## src/design/mmd_regs.svh

```systemverilog
// address map constants and counts of the memory map decoder
// How it works
// masters share one 16 MB byte-addressed program and data space.
// a separate 64K-word I/O space is decoded apart from memory.
// bytes 000000h-00FFFFh select dual-access RAM, eight 8 KB blocks.
// each dual-access RAM block serves two accesses in one cycle.
// DMA reaches dual-access RAM through window at 0001_0000h, block 0 first.
// lowest 192 bytes decode as CPU mapped registers, not RAM.
// bytes 010000h-03FFFFh select single-access RAM, 24 blocks.
// each single-access RAM block serves at most one access per cycle.
// DMA and USB reach single-access RAM through window at 0009_0000h.
// DMA window 000C_0000h-000C_FFFFh is reserved and maps nowhere.
// bytes FE0000h-FFFFFFh select the ROM, four 32 KB blocks.
// remap bit zero routes the top 128 KB to on-chip ROM.
// remap bit one removes ROM and routes that region externally.
// hardware reset clears the remap bit.
// software reset leaves the remap bit unchanged.
// ROM serves program and data buses, one word per block per cycle.
// bytes 050000h upward are external space in chip selects 0 to 3.
// a chip select is asserted exactly when an access hits its region.
// external port has 16- or 8-bit data and up to 21 address bits.
// software configures the external port before external accesses.
// only DMA controller 3 reaches external space; USB never dual RAM.
// colliding masters on one block are served by fixed priority.
// reserved accesses complete harmlessly and read as zero.
`ifndef MMD_REGS_SVH
`define MMD_REGS_SVH
`define MMD_NM 4
`define MMD_M_DMA 2
`define MMD_M_USB 3
`define MMD_IO_AW 16
`define MMD_MMR_END 24'h0000c0
`define MMD_DUAL_HI 24'h00ffff
`define MMD_SINGLE_HI 24'h03ffff
`define MMD_EXT_LO 24'h050000
`define MMD_ROM_LO 24'hfe0000
`define MMD_SINGLE_BLK0 5'h08
`define MMD_DMA_DA_LO 32'h00010000
`define MMD_DMA_DA_HI 32'h0001ffff
`define MMD_DMA_DA_SHIFT 24'h010000
`define MMD_DMA_SA_LO 32'h00090000
`define MMD_DMA_SA_HI 32'h000bffff
`define MMD_DMA_SA_SHIFT 24'h080000
`define MMD_DMA_RSV_LO 32'h000c0000
`define MMD_DMA_RSV_HI 32'h000cffff
`define MMD_DMA_EXT_TAG 8'h01
`define MMD_DMA_EXT_ID 2'h3
`define MMD_EXT_AW_MAX 21
`define MMD_REMAP_RST 1'b0
`define MMD_CS_IDLE 4'hf
`endif

```

## src/design/mmd_pkg.sv

```systemverilog
// types of the memory map decoder
package mmd_pkg;
	typedef enum logic [5:0] {
		RG_NONE = 6'h01,
		RG_MMR = 6'h02,
		RG_DUAL = 6'h04,
		RG_SINGLE = 6'h08,
		RG_ROM = 6'h10,
		RG_EXT = 6'h20
	} mmd_region_t;
endpackage

```

## src/design/mmd_decoder.sv

```systemverilog
// memory map decoder and router for cpu, dma and usb masters
`timescale 1ns/1ps
`include "mmd_regs.svh"
module mmd_decoder import mmd_pkg::*; #(
	parameter int EXT_AW = `MMD_EXT_AW_MAX
) (
	// clock and reset
	input wire logic CLK,
	input wire logic RST_N,
	// master requests: 0 data, 1 program, 2 dma, 3 usb
	input wire logic [3:0] REQ,
	input wire logic [23:0] D_ADDR,
	input wire logic [23:0] P_ADDR,
	input wire logic [31:0] M_ADDR,
	input wire logic [1:0] M_ID,
	input wire logic [31:0] U_ADDR,
	// routing answers
	output logic [3:0] GNT,
	output logic [3:0] STALL,
	output logic [3:0] ZERO_RD,
	output mmd_region_t REGION [4],
	output logic [4:0] BLK [4],
	output logic [14:0] OFS [4],
	// i/o space
	input wire logic IO_REQ,
	input wire logic [15:0] IO_ADDR,
	output logic IO_SEL,
	output logic [15:0] IO_WADDR,
	// external memory port
	input wire logic EXT_BUS16,
	output logic [3:0] EXT_CS_N,
	output logic [EXT_AW-1:0] EXT_ADDR,
	// status register three remap bit
	input wire logic STATUS_WR,
	input wire logic STATUS_REMAP,
	input wire logic SOFT_RST,
	output logic ROM_REMAP
);

	if (EXT_AW < 1 || EXT_AW > `MMD_EXT_AW_MAX) begin : g_bad_aw
		$error("EXT_AW out of range");
	end

	////////////////////////////////////////////////////////////////////////
	// functions

	function automatic mmd_region_t cpu_region(input logic [23:0] a, input logic remap);
		if (a < `MMD_MMR_END)
			return RG_MMR;
		else if (a <= `MMD_DUAL_HI)
			return RG_DUAL;
		else if (a <= `MMD_SINGLE_HI)
			return RG_SINGLE;
		else if (a < `MMD_EXT_LO)
			return RG_NONE;
		else if (a >= `MMD_ROM_LO && !remap)
			return RG_ROM;
		else
			return RG_EXT;
	endfunction

	function automatic logic [4:0] cpu_block(input logic [23:0] a, input mmd_region_t r);
		case (r)
			RG_MMR, RG_DUAL: return {2'h0, a[15:13]};
			RG_SINGLE: return a[17:13] - `MMD_SINGLE_BLK0;
			RG_ROM: return {3'h0, a[16:15]};
			RG_EXT: return {3'h0, a[23:22]};
			default: return 5'h00;
		endcase
	endfunction

	// dma view to cpu byte address; top bit says the window is mapped
	function automatic logic [24:0] dma_xlat(input logic [31:0] a);
		if (a >= `MMD_DMA_DA_LO && a <= `MMD_DMA_DA_HI)
			return {1'b1, a[23:0] - `MMD_DMA_DA_SHIFT};
		else if (a >= `MMD_DMA_SA_LO && a <= `MMD_DMA_SA_HI)
			return {1'b1, a[23:0] - `MMD_DMA_SA_SHIFT};
		else if (a[31:24] == `MMD_DMA_EXT_TAG)
			return {1'b1, a[23:0]};
		else
			return 25'h0000000;
	endfunction

	// two accesses meet on one storage resource
	function automatic logic same_res(input mmd_region_t ra, input logic [4:0] ba,
			input mmd_region_t rb, input logic [4:0] bb);
		return (ra == rb) && (ra == RG_EXT || (ra != RG_NONE && ra != RG_MMR && ba == bb));
	endfunction

	////////////////////////////////////////////////////////////////////////
	// address decode

	logic remap_q;
	logic [24:0] m_x;
	logic [24:0] u_x;
	logic [23:0] ca [4];
	logic [3:0] ok;
	logic [3:0] ew;
	mmd_region_t rg [4];
	logic [4:0] bk [4];
	logic [3:0] stall;
	logic ext_hit;
	logic [1:0] ext_w;
	logic [23:0] ext_a;

	assign m_x = dma_xlat(M_ADDR);
	assign u_x = dma_xlat(U_ADDR);
	assign ca[0] = D_ADDR;
	assign ca[1] = P_ADDR;
	assign ca[2] = m_x[23:0];
	assign ca[3] = u_x[23:0];
	assign ok = {u_x[24], m_x[24], 2'b11};
	assign ew = {U_ADDR[31:24] == `MMD_DMA_EXT_TAG, M_ADDR[31:24] == `MMD_DMA_EXT_TAG, 2'b00};

	always_comb begin
		for (int i = 0; i < `MMD_NM; i++) begin
			rg[i] = cpu_region(ca[i], remap_q);
			if (i >= `MMD_M_DMA) begin
				if (!ok[i] || rg[i] == RG_ROM || rg[i] == RG_NONE || ((rg[i] == RG_EXT) != ew[i]))
					rg[i] = RG_NONE;
				else if (rg[i] == RG_MMR)
					rg[i] = RG_DUAL;
			end
		end
		if (rg[`MMD_M_DMA] == RG_EXT && M_ID != `MMD_DMA_EXT_ID)
			rg[`MMD_M_DMA] = RG_NONE;
		if (rg[`MMD_M_USB] == RG_EXT || rg[`MMD_M_USB] == RG_DUAL)
			rg[`MMD_M_USB] = RG_NONE;
		for (int i = 0; i < `MMD_NM; i++)
			bk[i] = cpu_block(ca[i], rg[i]);
	end

	////////////////////////////////////////////////////////////////////////
	// fixed priority: data, program, dma, usb

	always_comb begin
		logic [1:0] n;
		n = 2'h0;
		for (int i = 0; i < `MMD_NM; i++) begin
			n = 2'h0;
			for (int j = 0; j < i; j++)
				if (REQ[j] && same_res(rg[j], bk[j], rg[i], bk[i]))
					n = n + 2'h1;
			// dual-access blocks take two, mapped registers and reserved accesses any number, all others one
			stall[i] = REQ[i] && ((rg[i] == RG_DUAL) ? (n >= 2'h2) : (n != 2'h0));
		end
	end

	always_comb begin
		ext_hit = 1'b0;
		ext_w = 2'h0;
		for (int i = `MMD_NM - 1; i >= 0; i--)
			if (REQ[i] && !stall[i] && rg[i] == RG_EXT) begin
				ext_hit = 1'b1;
				ext_w = 2'(i);
			end
	end
	assign ext_a = ca[ext_w];

	////////////////////////////////////////////////////////////////////////
	// registered answers

	logic [3:0] gnt_q;
	logic [3:0] stall_q;
	logic [3:0] zero_q;
	mmd_region_t region_q [4];
	logic [4:0] blk_q [4];
	logic [14:0] ofs_q [4];
	logic io_sel_q;
	logic [15:0] io_waddr_q;
	logic [3:0] cs_n_q;
	logic [EXT_AW-1:0] ext_addr_q;

	always_ff @(posedge CLK or negedge RST_N) begin
		if (!RST_N) begin
			gnt_q <= 4'h0;
			stall_q <= 4'h0;
			zero_q <= 4'h0;
			for (int i = 0; i < `MMD_NM; i++) begin
				region_q[i] <= RG_NONE;
				blk_q[i] <= 5'h00;
				ofs_q[i] <= 15'h0000;
			end
		end else begin
			gnt_q <= REQ & ~stall;
			stall_q <= stall;
			for (int i = 0; i < `MMD_NM; i++) begin
				zero_q[i] <= REQ[i] && rg[i] == RG_NONE;
				region_q[i] <= rg[i];
				blk_q[i] <= bk[i];
				ofs_q[i] <= (rg[i] == RG_ROM) ? ca[i][14:0] : {2'h0, ca[i][12:0]};
			end
		end
	end

	always_ff @(posedge CLK or negedge RST_N) begin
		if (!RST_N) begin
			io_sel_q <= 1'b0;
			io_waddr_q <= 16'h0000;
		end else begin
			io_sel_q <= IO_REQ;
			io_waddr_q <= IO_ADDR;
		end
	end

	always_ff @(posedge CLK or negedge RST_N) begin
		if (!RST_N) begin
			cs_n_q <= `MMD_CS_IDLE;
			ext_addr_q <= '0;
		end else begin
			cs_n_q <= ext_hit ? ~(4'h1 << ext_a[23:22]) : `MMD_CS_IDLE;
			if (ext_hit)
				ext_addr_q <= EXT_BUS16 ? ext_a[EXT_AW:1] : ext_a[EXT_AW-1:0];
		end
	end

	// soft reset is deliberately not wired here
	always_ff @(posedge CLK or negedge RST_N) begin
		if (!RST_N)
			remap_q <= `MMD_REMAP_RST;
		else if (STATUS_WR)
			remap_q <= STATUS_REMAP;
	end

	assign GNT = gnt_q;
	assign STALL = stall_q;
	assign ZERO_RD = zero_q;
	assign REGION = region_q;
	assign BLK = blk_q;
	assign OFS = ofs_q;
	assign IO_SEL = io_sel_q;
	assign IO_WADDR = io_waddr_q;
	assign EXT_CS_N = cs_n_q;
	assign EXT_ADDR = ext_addr_q;
	assign ROM_REMAP = remap_q;

	////////////////////////////////////////////////////////////////////////
	// checks

	property p_mmr;
		@(posedge CLK) disable iff (!RST_N)
		REQ[0] && D_ADDR < `MMD_MMR_END |=> GNT[0] && REGION[0] == RG_MMR;
	endproperty
	a_mmr: assert property (p_mmr) else $error("mapped register decode wrong");

	property p_dual_blk;
		@(posedge CLK) disable iff (!RST_N)
		REQ[1] && P_ADDR >= `MMD_MMR_END && P_ADDR <= `MMD_DUAL_HI
		|=> REGION[1] == RG_DUAL && BLK[1] == {2'h0, $past(P_ADDR[15:13])};
	endproperty
	a_dual_blk: assert property (p_dual_blk) else $error("dual ram block wrong");

	property p_dual;
		@(posedge CLK) disable iff (!RST_N)
		REQ[0] && REQ[1] && D_ADDR >= `MMD_MMR_END && D_ADDR <= `MMD_DUAL_HI
		&& P_ADDR[23:13] == D_ADDR[23:13] |=> GNT[1:0] == 2'b11;
	endproperty
	a_dual: assert property (p_dual) else $error("dual ram refused a second access");

	property p_dma_win;
		@(posedge CLK) disable iff (!RST_N)
		REQ[2] && M_ADDR == `MMD_DMA_DA_LO |=> REGION[2] == RG_DUAL && BLK[2] == 5'h00
		&& OFS[2] == 15'h0000;
	endproperty
	a_dma_win: assert property (p_dma_win) else $error("dma dual window wrong");

	property p_single;
		@(posedge CLK) disable iff (!RST_N)
		REQ[0] && REQ[1] && D_ADDR > `MMD_DUAL_HI && D_ADDR <= `MMD_SINGLE_HI
		&& P_ADDR[23:13] == D_ADDR[23:13] |=> GNT[0] && !GNT[1] && STALL[1];
	endproperty
	a_single: assert property (p_single) else $error("single ram served two");

	property p_usb;
		@(posedge CLK) disable iff (!RST_N)
		REQ[3] && U_ADDR >= `MMD_DMA_DA_LO && U_ADDR <= `MMD_DMA_DA_HI
		|=> REGION[3] == RG_NONE && ZERO_RD[3];
	endproperty
	a_usb: assert property (p_usb) else $error("usb reached dual ram");

	property p_rsv;
		@(posedge CLK) disable iff (!RST_N)
		REQ[2] && M_ADDR >= `MMD_DMA_RSV_LO && M_ADDR <= `MMD_DMA_RSV_HI
		|=> REGION[2] == RG_NONE && GNT[2] && EXT_CS_N == `MMD_CS_IDLE;
	endproperty
	a_rsv: assert property (p_rsv) else $error("reserved dma window mapped");

	property p_rom;
		@(posedge CLK) disable iff (!RST_N)
		REQ[1] && P_ADDR >= `MMD_ROM_LO
		|=> REGION[1] == ($past(ROM_REMAP) ? RG_EXT : RG_ROM);
	endproperty
	a_rom: assert property (p_rom) else $error("rom remap decode wrong");

	property p_soft;
		@(posedge CLK) disable iff (!RST_N)
		SOFT_RST && !STATUS_WR |=> $stable(ROM_REMAP);
	endproperty
	a_soft: assert property (p_soft) else $error("soft reset changed remap");

	property p_cs;
		@(posedge CLK) disable iff (!RST_N)
		EXT_CS_N != `MMD_CS_IDLE |-> $onehot(~EXT_CS_N)
		&& $past(ext_hit) && ($past(REQ[1:0]) != 2'b00 || $past(REQ[2]));
	endproperty
	a_cs: assert property (p_cs) else $error("chip select without access");

	c_dual: cover property (@(posedge CLK) disable iff (!RST_N) GNT[1:0] == 2'b11
		&& REGION[0] == RG_DUAL && REGION[1] == RG_DUAL);
	c_stall: cover property (@(posedge CLK) disable iff (!RST_N) STALL[3] && REGION[3] == RG_SINGLE);
	c_ext: cover property (@(posedge CLK) disable iff (!RST_N) GNT[2] && REGION[2] == RG_EXT);
	c_remap: cover property (@(posedge CLK) disable iff (!RST_N) ROM_REMAP && REGION[1] == RG_EXT);

endmodule

```

## config.mk

```make
export PLATFORM = sky130hd
export DESIGN_NAME = mmd_decoder
export DESIGN_NICKNAME = d
export VERILOG_FILES = /design/src/design/mmd_pkg.sv /design/src/design/mmd_decoder.sv
export VERILOG_INCLUDE_DIRS = /design/src /design/src/design
export SDC_FILE = /design/constraint.sdc
export NUM_CORES = 1
export LEC_CHECK = 0
export BUFFER_PORTS_ARGS = -buffer_cell sky130_fd_sc_hd__buf_4
export CORE_MARGIN = 2
export CORE_UTILIZATION = 41
export DETAILED_ROUTE_END_ITERATION = 10
export HOLD_SLACK_MARGIN = 0.05
export PLACE_DENSITY_LB_ADDON = 0.12
export SYNTH_ARGS = -nofsm -noshare
export SYNTH_HDL_FRONTEND = slang
export SYNTH_SLANG_ARGS = --single-unit
```

## constraint.sdc

```tcl
create_clock -name CLK -period 6.54 [get_ports CLK]
set_clock_uncertainty 0.2 [all_clocks]
set_input_delay 1.962 -clock CLK [delete_from_list [all_inputs] [get_ports CLK]]
set_output_delay 1.962 -clock CLK [all_outputs]
set_load 0.05 [all_outputs]
```

## After elaboration in Yosys (flattened, before gate mapping)

Cells that the tools add are included.

- Output and inout bits: 159
- Input port bits: 141
- Logic and storage cells: 258
- Register bits after elaboration: 158

- Shifts and indexed selects: 1
- Reductions and logical operators: 70
- $lt $le $gt $ge: 32
- Muxes and demuxes: 62
- Bitwise operators: 4
- Eq/ne operators: 58
- $add $sub $neg: 11

Operators by type and width:

| kind | count |
|---|---|
| $mux W6 | 26 |
| $mux W25 | 6 |
| $ge A24 B24 Y1 const B | 4 |
| $le A24 B16 Y1 const B | 4 |
| $le A24 B18 Y1 const B | 4 |
| $lt A24 B19 Y1 const B | 4 |
| $lt A24 B8 Y1 const B | 4 |
| $pmux W5 S4 | 4 |
| $ge A32 B17 Y1 const B | 2 |
| $ge A32 B20 Y1 const B | 2 |
| $le A32 B17 Y1 const B | 2 |
| $le A32 B20 Y1 const B | 2 |
| $mux W15 | 4 |
| $bmux W24 S2 | 1 |
| $eq A6 B6 Y1 const B | 8 |
| $mux W24 | 2 |
| $sub A24 B17 Y24 const B | 2 |
| $sub A24 B20 Y24 const B | 2 |
| $logic_and A1 B1 Y1 | 44 |
| $eq A6 B1 Y1 const B | 6 |
| $eq A6 B2 Y1 const B | 6 |
| $eq A6 B5 Y1 const B | 6 |
| $eq A6 B6 Y1 | 6 |
| $eq A5 B5 Y1 | 6 |
| 23 further kinds | 81 |

## Depth between registers and ports, before layout

Gate-level depths: netlist of run 1.

- Depth in word-level cells: 49
- Depth in mapped cells: 25
- Mapped depth without buffers: 22

## Worst setup path after synthesis of run 1

Ideal clock, no wire load.

- Path type: input -> register
- From: input port M_ADDR[10]
- To: register ext_addr_q[16] (netlist: EXT_ADDR[16])
- Arrival time: 6.114 ns
- Setup slack: 0.097 ns
- Required time: 6.211 ns
- Cell stages on the path: 18
- Path buffers: 1
- Setup time: 0.129 ns
- Cell sequence: or4_1 -> o41a_1 -> buf_6 -> nor2_8 -> a21oi_4 -> a211oi_4 -> inv_2 -> ha_1 -> o41ai_1 -> nor2_1 -> a211oi_2 -> o21ai_1 -> xor2_1 -> nor4_4 -> a21oi_2 -> nor2_1 -> or4_1 -> nor3b_1

RTL lines:

| what | line | source |
|---|---|---|
| start: declaration | mmd_decoder.sv:14 | `input wire logic [31:0] M_ADDR,` |
| end signal: assignment | mmd_decoder.sv:213 | `ext_addr_q <= EXT_BUS16 ? ext_a[EXT_AW:1] : ext_a[EXT_AW-1:0];` |
| end: declaration | mmd_decoder.sv:172 | `logic [EXT_AW-1:0] ext_addr_q;` |

==> impl_metrics.json, run 1 <==
{
  "layout_setup_ws_ns": 0.132,
  "layout_commonest_cell": "buf_4",
  "syn-cell-area_mm2": 0.00844,
  "drt-initial-drc-count": 668,
  "synthArstFlopShare_pct": 100,
  "slew_viol_final": 0,
  "seq_area_mm2": 0.00396,
  "whs_ns": 0.332,
  "path_cells": "buf_4 > or4_4 > o41a_1 > buf_4 > nor3_1 > a21oi_2 > ha_1 > o21ai_1 > a2111oi_4 > o31ai_2 > buf_4 > o221a_1 > nand4_1 > o311ai_4 > a21oi_4 > buf_4 > mux2i_1 > or4_1 > nor3b_1",
  "ant_nets": 0,
  "status": "completed",
  "ys_types": 88,
  "ys_ff_latch": 158,
  "wl_mm": 31.1,
  "rows": 52,
  "antenna_found_initial": 0,
  "clock_path_buffers": 2,
  "hold_viol_final": 0,
  "vias": 8453,
  "cp.arrival_ns": 6.53,
  "period_needed_ns": 6.41,
  "viasPerCell": 5.44,
  "post-place-ws_ns": -0.398,
  "multi_input_area_mm2": 0.00426,
  "fin_tns_setup_ns": 0,
  "ir_worst_vdd_mv": 0.182,
  "cts_hold_buf": 0,
  "leakagePower_nw": 6.06,
  "dieHeight_um": 147,
  "drc": 0,
  "core_area_mm2": 0.0202,
  "num-nets-final": 1429,
  "cts_root_buffer": "clkbuf_16",
  "port_buffers": 297,
  "grtUsageTotal_pct": 28.3,
  "avgRoutedWirePerCell_um": 20.0,
  "grt_first_pass_wirelength_mm": 46.8,
  "cp_data_required_time_ns": 6.66,
  "synth_flop_cell": "dfrtp_1",
  "placedCellCount": 1520,
  "synth-seq-area-share_pct": 47.0,
  "crit_fanout": 8,
  "maxCapViolations": 0,
  "startpoint_type": "primary input",
  "initial_utilization_pct": 41.7,
  "hold_class": "register to register",
  "gp_congestion": 0.941,
  "io_pins": 300,
  "drt-pass1-iter-count": 6,
  "clk_pin_slew_worst_paths_ns": 0.07,
  "grt_remaining_overflow": 0,
  "critPathTopFamily": "compound AO/OA/AOI/OAI gates",
  "grt_max_degree": 69,
  "cts_tree": "done",
  "die_x_um": 147,
  "p_per_area_mw_per_mm2": 203,
  "dp_hpwl_mm": 24.7,
  "clk_latency_ns": 0.44,
  "critical_path_class": "primary input to register",
  "cts-buffers-inserted": 17,
  "slew_headroom_pct": 26.4,
  "end_kind": "register",
  "mostFrequentLayoutCells": "buf_4 (407), dfrtp_1 (150), nand2_1 (83)",
  "synth_cells": 866,
  "htreeDepth": 4,
  "worst_pin_slew_ns": 1.10,
  "crit_slowest_cell": "o41a_1",
  "yosysWarnings": 0,
  "timing.critical_path.mode_cell": "buf_4",
  "syn_to_final_growth_pct": 47.6,
  "min_period_over_period_pct": 98.0,
  "grt_pass1_vias": 8195,
  "drive_gt1_share_pct": 38.7,
  "antennaDiodeCount": 0,
  "nFillCells": 1791,
  "synth_edf_count": 0,
  "max_freq_mhz": 156,
  "critPathMaxStageDelay_ns": 0.57,
  "syn-mean-instance-area_um2": 9.74,
  "worst-path-buf-inv": 4,
  "setup_violations": 0,
  "dieArea_mm2": 0.0217,
  "final_cell_count_no_fill": 1554,
  "clock-sinks": 158
}
## path summary, 6_finish.rpt
path	start	to	slack (ns)	cells after the start
setup / recovery	M_ADDR[1]	EXT_ADDR[16]	0.13	19
hold / removal	EXT_ADDR[15]	EXT_ADDR[15]	0.33	2
setup reg to reg	ROM_REMAP	EXT_ADDR[4]	2.19	13
hold reg to reg	EXT_ADDR[15]	EXT_ADDR[15]	0.33	2
max in group asynchronous	RST_N	REGION[17]	3.72	2
min in group asynchronous	RST_N	OFS[24]	1.29	1
## layer usage
layer | up-vias | track usage [%] | part of all wire, %
met5 | - | 0 | 0
met3 | 51 | 5.34 | 7.6
met2 | 399 | 46.6 | 48
met1 | 4057 | 37.5 | 41
li1 | 3946 | - | -
met4 | 0 | 10.5 | 2.7
## area by class of cell
cell class | instances | area share [%]
clock buffers | 17 | 3.42
clock inverters | 14 | 0.994
inverters | 41 | 1.24
multi-input cells | 640 | 34.2
flip-flops and latches | 158 | 31.8
well taps | 270 | 2.71
repair buffers | 414 | 25.6
## kinds of logic (layout without fill, tap and decap cells)
group,Yosys count,in the layout,share of synthesized area (%)
buf+inv,78,486,3.93
mux,47,47,5.68
flops,158,158,47.0
other cells,1,11,0.0444
compound gates,191,191,16.4
simple gates,351,351,22.1
xor+xnor,23,23,2.39
fa+ha+maj,17,17,2.51
## Yosys cell counts (7+ instances only)
master	number	share of area, %
dfrtp_1	150	44
nand2_1	83	3.7
nor2_1	75	3.3
mux2i_1	40	4.7
and2_1	39	2.9
inv_1	39	1.7
a21oi_1	30	1.8
o21ai_0	30	1.8
nand3_1	22	1.3
clkbuf_1	20	0.89
nand4_1	20	1.5
nor3_1	20	1.2
a31oi_1	17	1.3
nor4_1	17	1.3
a22oi_1	16	1.4
ha_1	16	2.4
xnor2_1	16	1.7
or4_1	13	1.2
o21ai_1	11	0.65
buf_2	10	0.59
dfstp_2	8	2.5
nor2b_1	8	0.59
nor4b_1	7	0.73
o22ai_1	7	0.52
xor2_1	7	0.73
## flip-flops by register name, indices dropped and copies added (netlist names)
name       flops
ZERO_RD        4
STALL          3
ROM_REMAP      1
GNT            4
REGION        24
IO_SEL         1
EXT_CS_N       4
EXT_ADDR      21
IO_WADDR      16
OFS           60
BLK           20
## power by group
group	leakage, nW	switching [mW]	total [mW]	internal, mW
Sequential	1.97	0.0180	1.04	1.02
Combinational	3.82	0.349	0.543	0.194
Clock	0.267	0.454	0.952	0.498
## tightest hold or removal path: stages (launching register included)
cell     delay (ns)
dfrtp_1        0.34
nor2_1         0.05
a21oi_1        0.10
## through the flow
step           area [um2]  total power [mW]  utilization [%]
2_1_floorplan        8470              1.34                -
3_3_place_gp        11800              1.59             58.3
3_5_place_dp        11800              1.60             58.3
4_1_cts             12400              2.54             61.1
5_1_grt             12500              2.63             61.6
6_report            12500              2.53             61.6
## timing repair
item,in CTS,in global routing
setup endpoints to repair,1,24
buffers inserted,2,1
pin swaps,1,11
resized for setup,0,16
endpoints found under the hold margin,0,0
Power figures use the tool's default switching activity.
==> run 2: changes to the inputs <==
--- a/config.mk
+++ b/config.mk
@@ -6,12 +6,15 @@
 export SDC_FILE = /design/constraint.sdc
 export NUM_CORES = 1
 export LEC_CHECK = 0
+export ABC_AREA = 1
 export BUFFER_PORTS_ARGS = -buffer_cell sky130_fd_sc_hd__buf_4
 export CORE_MARGIN = 2
 export CORE_UTILIZATION = 41
+export CTS_CLUSTER_DIAMETER = 30
 export DETAILED_ROUTE_END_ITERATION = 10
 export HOLD_SLACK_MARGIN = 0.05
 export PLACE_DENSITY_LB_ADDON = 0.12
+export SETUP_SLACK_MARGIN = 0.2
 export SYNTH_ARGS = -nofsm -noshare
 export SYNTH_HDL_FRONTEND = slang
 export SYNTH_SLANG_ARGS = --single-unit
==> impl_metrics.json, run 2 <==
{
  "fin_tns_setup_ns": 0,
  "htreeDepth": 4,
  "synth_top_area_cell": "dfrtp_1",
  "grt_pass1_vias": 8877,
  "core_area_mm2": 0.0219,
  "yosysMostFrequentCell": "nand2_1",
  "hold_class": "register to register",
  "clock_path_buffers": 2,
  "ys_top_cells_by_area": "dfrtp_1 (41%), nand2_1 (13%), inv_1 (7.7%)",
  "syn-mean-instance-area_um2": 7.36,
  "initial_utilization_pct": 41.9,
  "synth_cells": 1246,
  "status": "completed",
  "dp_hpwl_mm": 26.1,
  "cts_root_buffer": "clkbuf_16",
  "cp_data_required_time_ns": 6.69,
  "drive_gt1_share_pct": 27.8,
  "yosysWarnings": 0,
  "worst-r2r-cell-count": 17,
  "grt_first_pass_wirelength_mm": 49.4,
  "rows": 54,
  "ys_types": 49,
  "clk_latency_ns": 0.42,
  "vias": 9378,
  "nFillCells": 2106,
  "multi_input_area_mm2": 0.00434,
  "hold_viol_final": 0,
  "startpoint_type": "primary input",
  "period_needed_ns": 5.88,
  "drc": 0,
  "worstReg2RegStart": "ROM_REMAP",
  "seq_area_mm2": 0.00396,
  "rsz0062_at_grt": "false",
  "slew_viol_final": 0,
  "critPathMaxStageDelay_ns": 0.39,
  "dieHeight_um": 154,
  "cp-endpoint": "EXT_CS_N[1]",
  "worst_pin_slew_ns": 0.773,
  "ys_ff_latch": 158,
  "drt-initial-drc-count": 710,
  "p_per_area_mw_per_mm2": 205,
  "slew_headroom_pct": 48.5,
  "die_x_um": 154,
  "drt-pass1-iter-count": 5,
  "yosys.area.top_type_share_pct": 40.9,
  "post_cts_buffers": 0,
  "syn-cell-area_mm2": 0.00918,
  "synth_edf_count": 0,
  "clock-sinks": 158,
  "r2r_end": "EXT_ADDR[5]",
  "gp_congestion": 0.939,
  "rrSetupSlack_ns": 2.21,
  "crit_fanout": 22,
  "crit_slowest_cell": "o41ai_2",
  "synth_common_cells": "nand2_1 (324), inv_1 (188), dfrtp_1 (150), nor2_1 (149), nand3_1 (121)",
  "syn_to_final_growth_pct": 36.1,
  "cts_tree": "done",
  "layout_commonest_cell": "nand2_1",
  "synth-seq-area-share_pct": 43.2,
  "grtUsageTotal_pct": 26.8,
  "avgRoutedWirePerCell_um": 17.2,
  "synth_flop_cell": "dfrtp_1",
  "min_period_over_period_pct": 90.0,
  "ir_worst_vdd_mv": 0.135,
  "io_pins": 300,
  "final_cell_area_mm2": 0.0125,
  "cp.arrival_ns": 6.03,
  "mostFrequentLayoutCells": "nand2_1 (324), buf_4 (320), inv_1 (188)",
  "largest_register_ffs": 60,
  "grt_max_degree": 63,
  "end_kind": "register",
  "port_buffers": 297,
  "min_path_cells": 2,
  "ant_nets": 0,
  "critical_path_class": "primary input to register",
  "leakagePower_nw": 6.95,
  "antenna_found_initial": 1,
  "max_freq_mhz": 170,
  "num-nets-final": 1728,
  "synthArstFlopShare_pct": 100,
  "postPlaceCellArea_mm2": 0.0119,
  "startpoint": "M_ADDR[16]",
  "maxCapViolations": 0,
  "viasPerCell": 5.03,
  "clk_pin_slew_worst_paths_ns": 0.07,
  "dieArea_mm2": 0.0236,
  "cts-buffers-inserted": 17,
  "wl_mm": 32.2,
  "setup_violations": 0,
  "grt_remaining_overflow": 0
}
-- run 2: cell types whose count changed after synthesis, sizes merged, moves of 38 or more --
cell	previous run	this run
nor2	76	163
inv	41	203
mux2i	40	2
and2	40	0
nand3	22	128
nand2	83	339
-- run 2: where the power goes --
group | internal [mW] | leakage (nW) | total (mW) | switching, mW
Combinational | 0.176 | 4.70 | 0.536 | 0.360
Sequential | 1.02 | 1.98 | 1.04 | 0.0189
Clock | 0.537 | 0.270 | 0.985 | 0.448
Total | 1.73 | 6.95 | 2.56 | 0.827
-- run 2: what timing repair did --
item / 4_1_cts / 5_1_grt
resized for setup: 0 / 3
setup endpoints to repair: 0 / 23
hold buffers: 0 / 0
-- run 2: worst min path at each step --
stage                        end    startpoint  slack [ns]
floorplan           EXT_ADDR[20]  EXT_ADDR[20]        0.55
global placement     EXT_ADDR[0]   EXT_ADDR[0]        0.27
detailed placement   EXT_ADDR[0]   EXT_ADDR[0]        0.27
CTS                  EXT_ADDR[0]   EXT_ADDR[0]        0.28
global route         EXT_ADDR[0]   EXT_ADDR[0]        0.30
finish               EXT_ADDR[6]   EXT_ADDR[6]        0.28
-- run 2: final cells by class --
type | instances | area share, %
Inverter | 206 | 6.23
Tap cell | 280 | 2.81
Clock inverter | 14 | 1.19
Timing Repair Buffer | 324 | 19.8
Antenna cell | 1 | 0.0200
Multi-Input combinational cell | 864 | 34.8
Sequential cell | 158 | 31.7
Clock buffer | 17 | 3.41
-- run 2: kinds of logic after synthesis --
logic type                 synth area share, %
muxes                                     1.32
other                                   0.0409
adders and majority gates                 2.18
buffers and inverters                     10.1
DFF                                       43.2
and+or+nand+nor                           33.8
AOI/OAI and AO/OA                         7.60
xor gates and xnor gates                  1.81
-- run 2: through the flow --
step,hold slack [ns],setup WS (ns),cells,utilization [%],power (mW)
after detailed placement,0.267,0.120,1832,54.3,1.59
final,0.282,0.656,1864,57.0,2.56
after global placement,0.265,0.157,1832,54.3,1.59
after global routing,0.300,0.235,1864,57.0,2.66
after CTS,0.284,0.558,1863,57.0,2.58
after floorplan,0.555,0.683,1256,-,1.36
-- run 2: layer usage --
layer  vias to the layer above  wire, um  global-route usage, %
met5                         -         0                      0
met4                         0       681                   7.03
met3                        37      1890                   4.20
met2                       361     16100                   47.2
met1                      4371     13400                   34.4
li1                       4609         -                      -
-- run 2: worst max-delay path: cells and delay by family --
kind                       cells  cell delay, ns
buffers and inverters          6            0.66
AOI/OAI and AO/OA              6            1.22
adders and majority gates      2            0.48
and+or+nand+nor               14            1.69
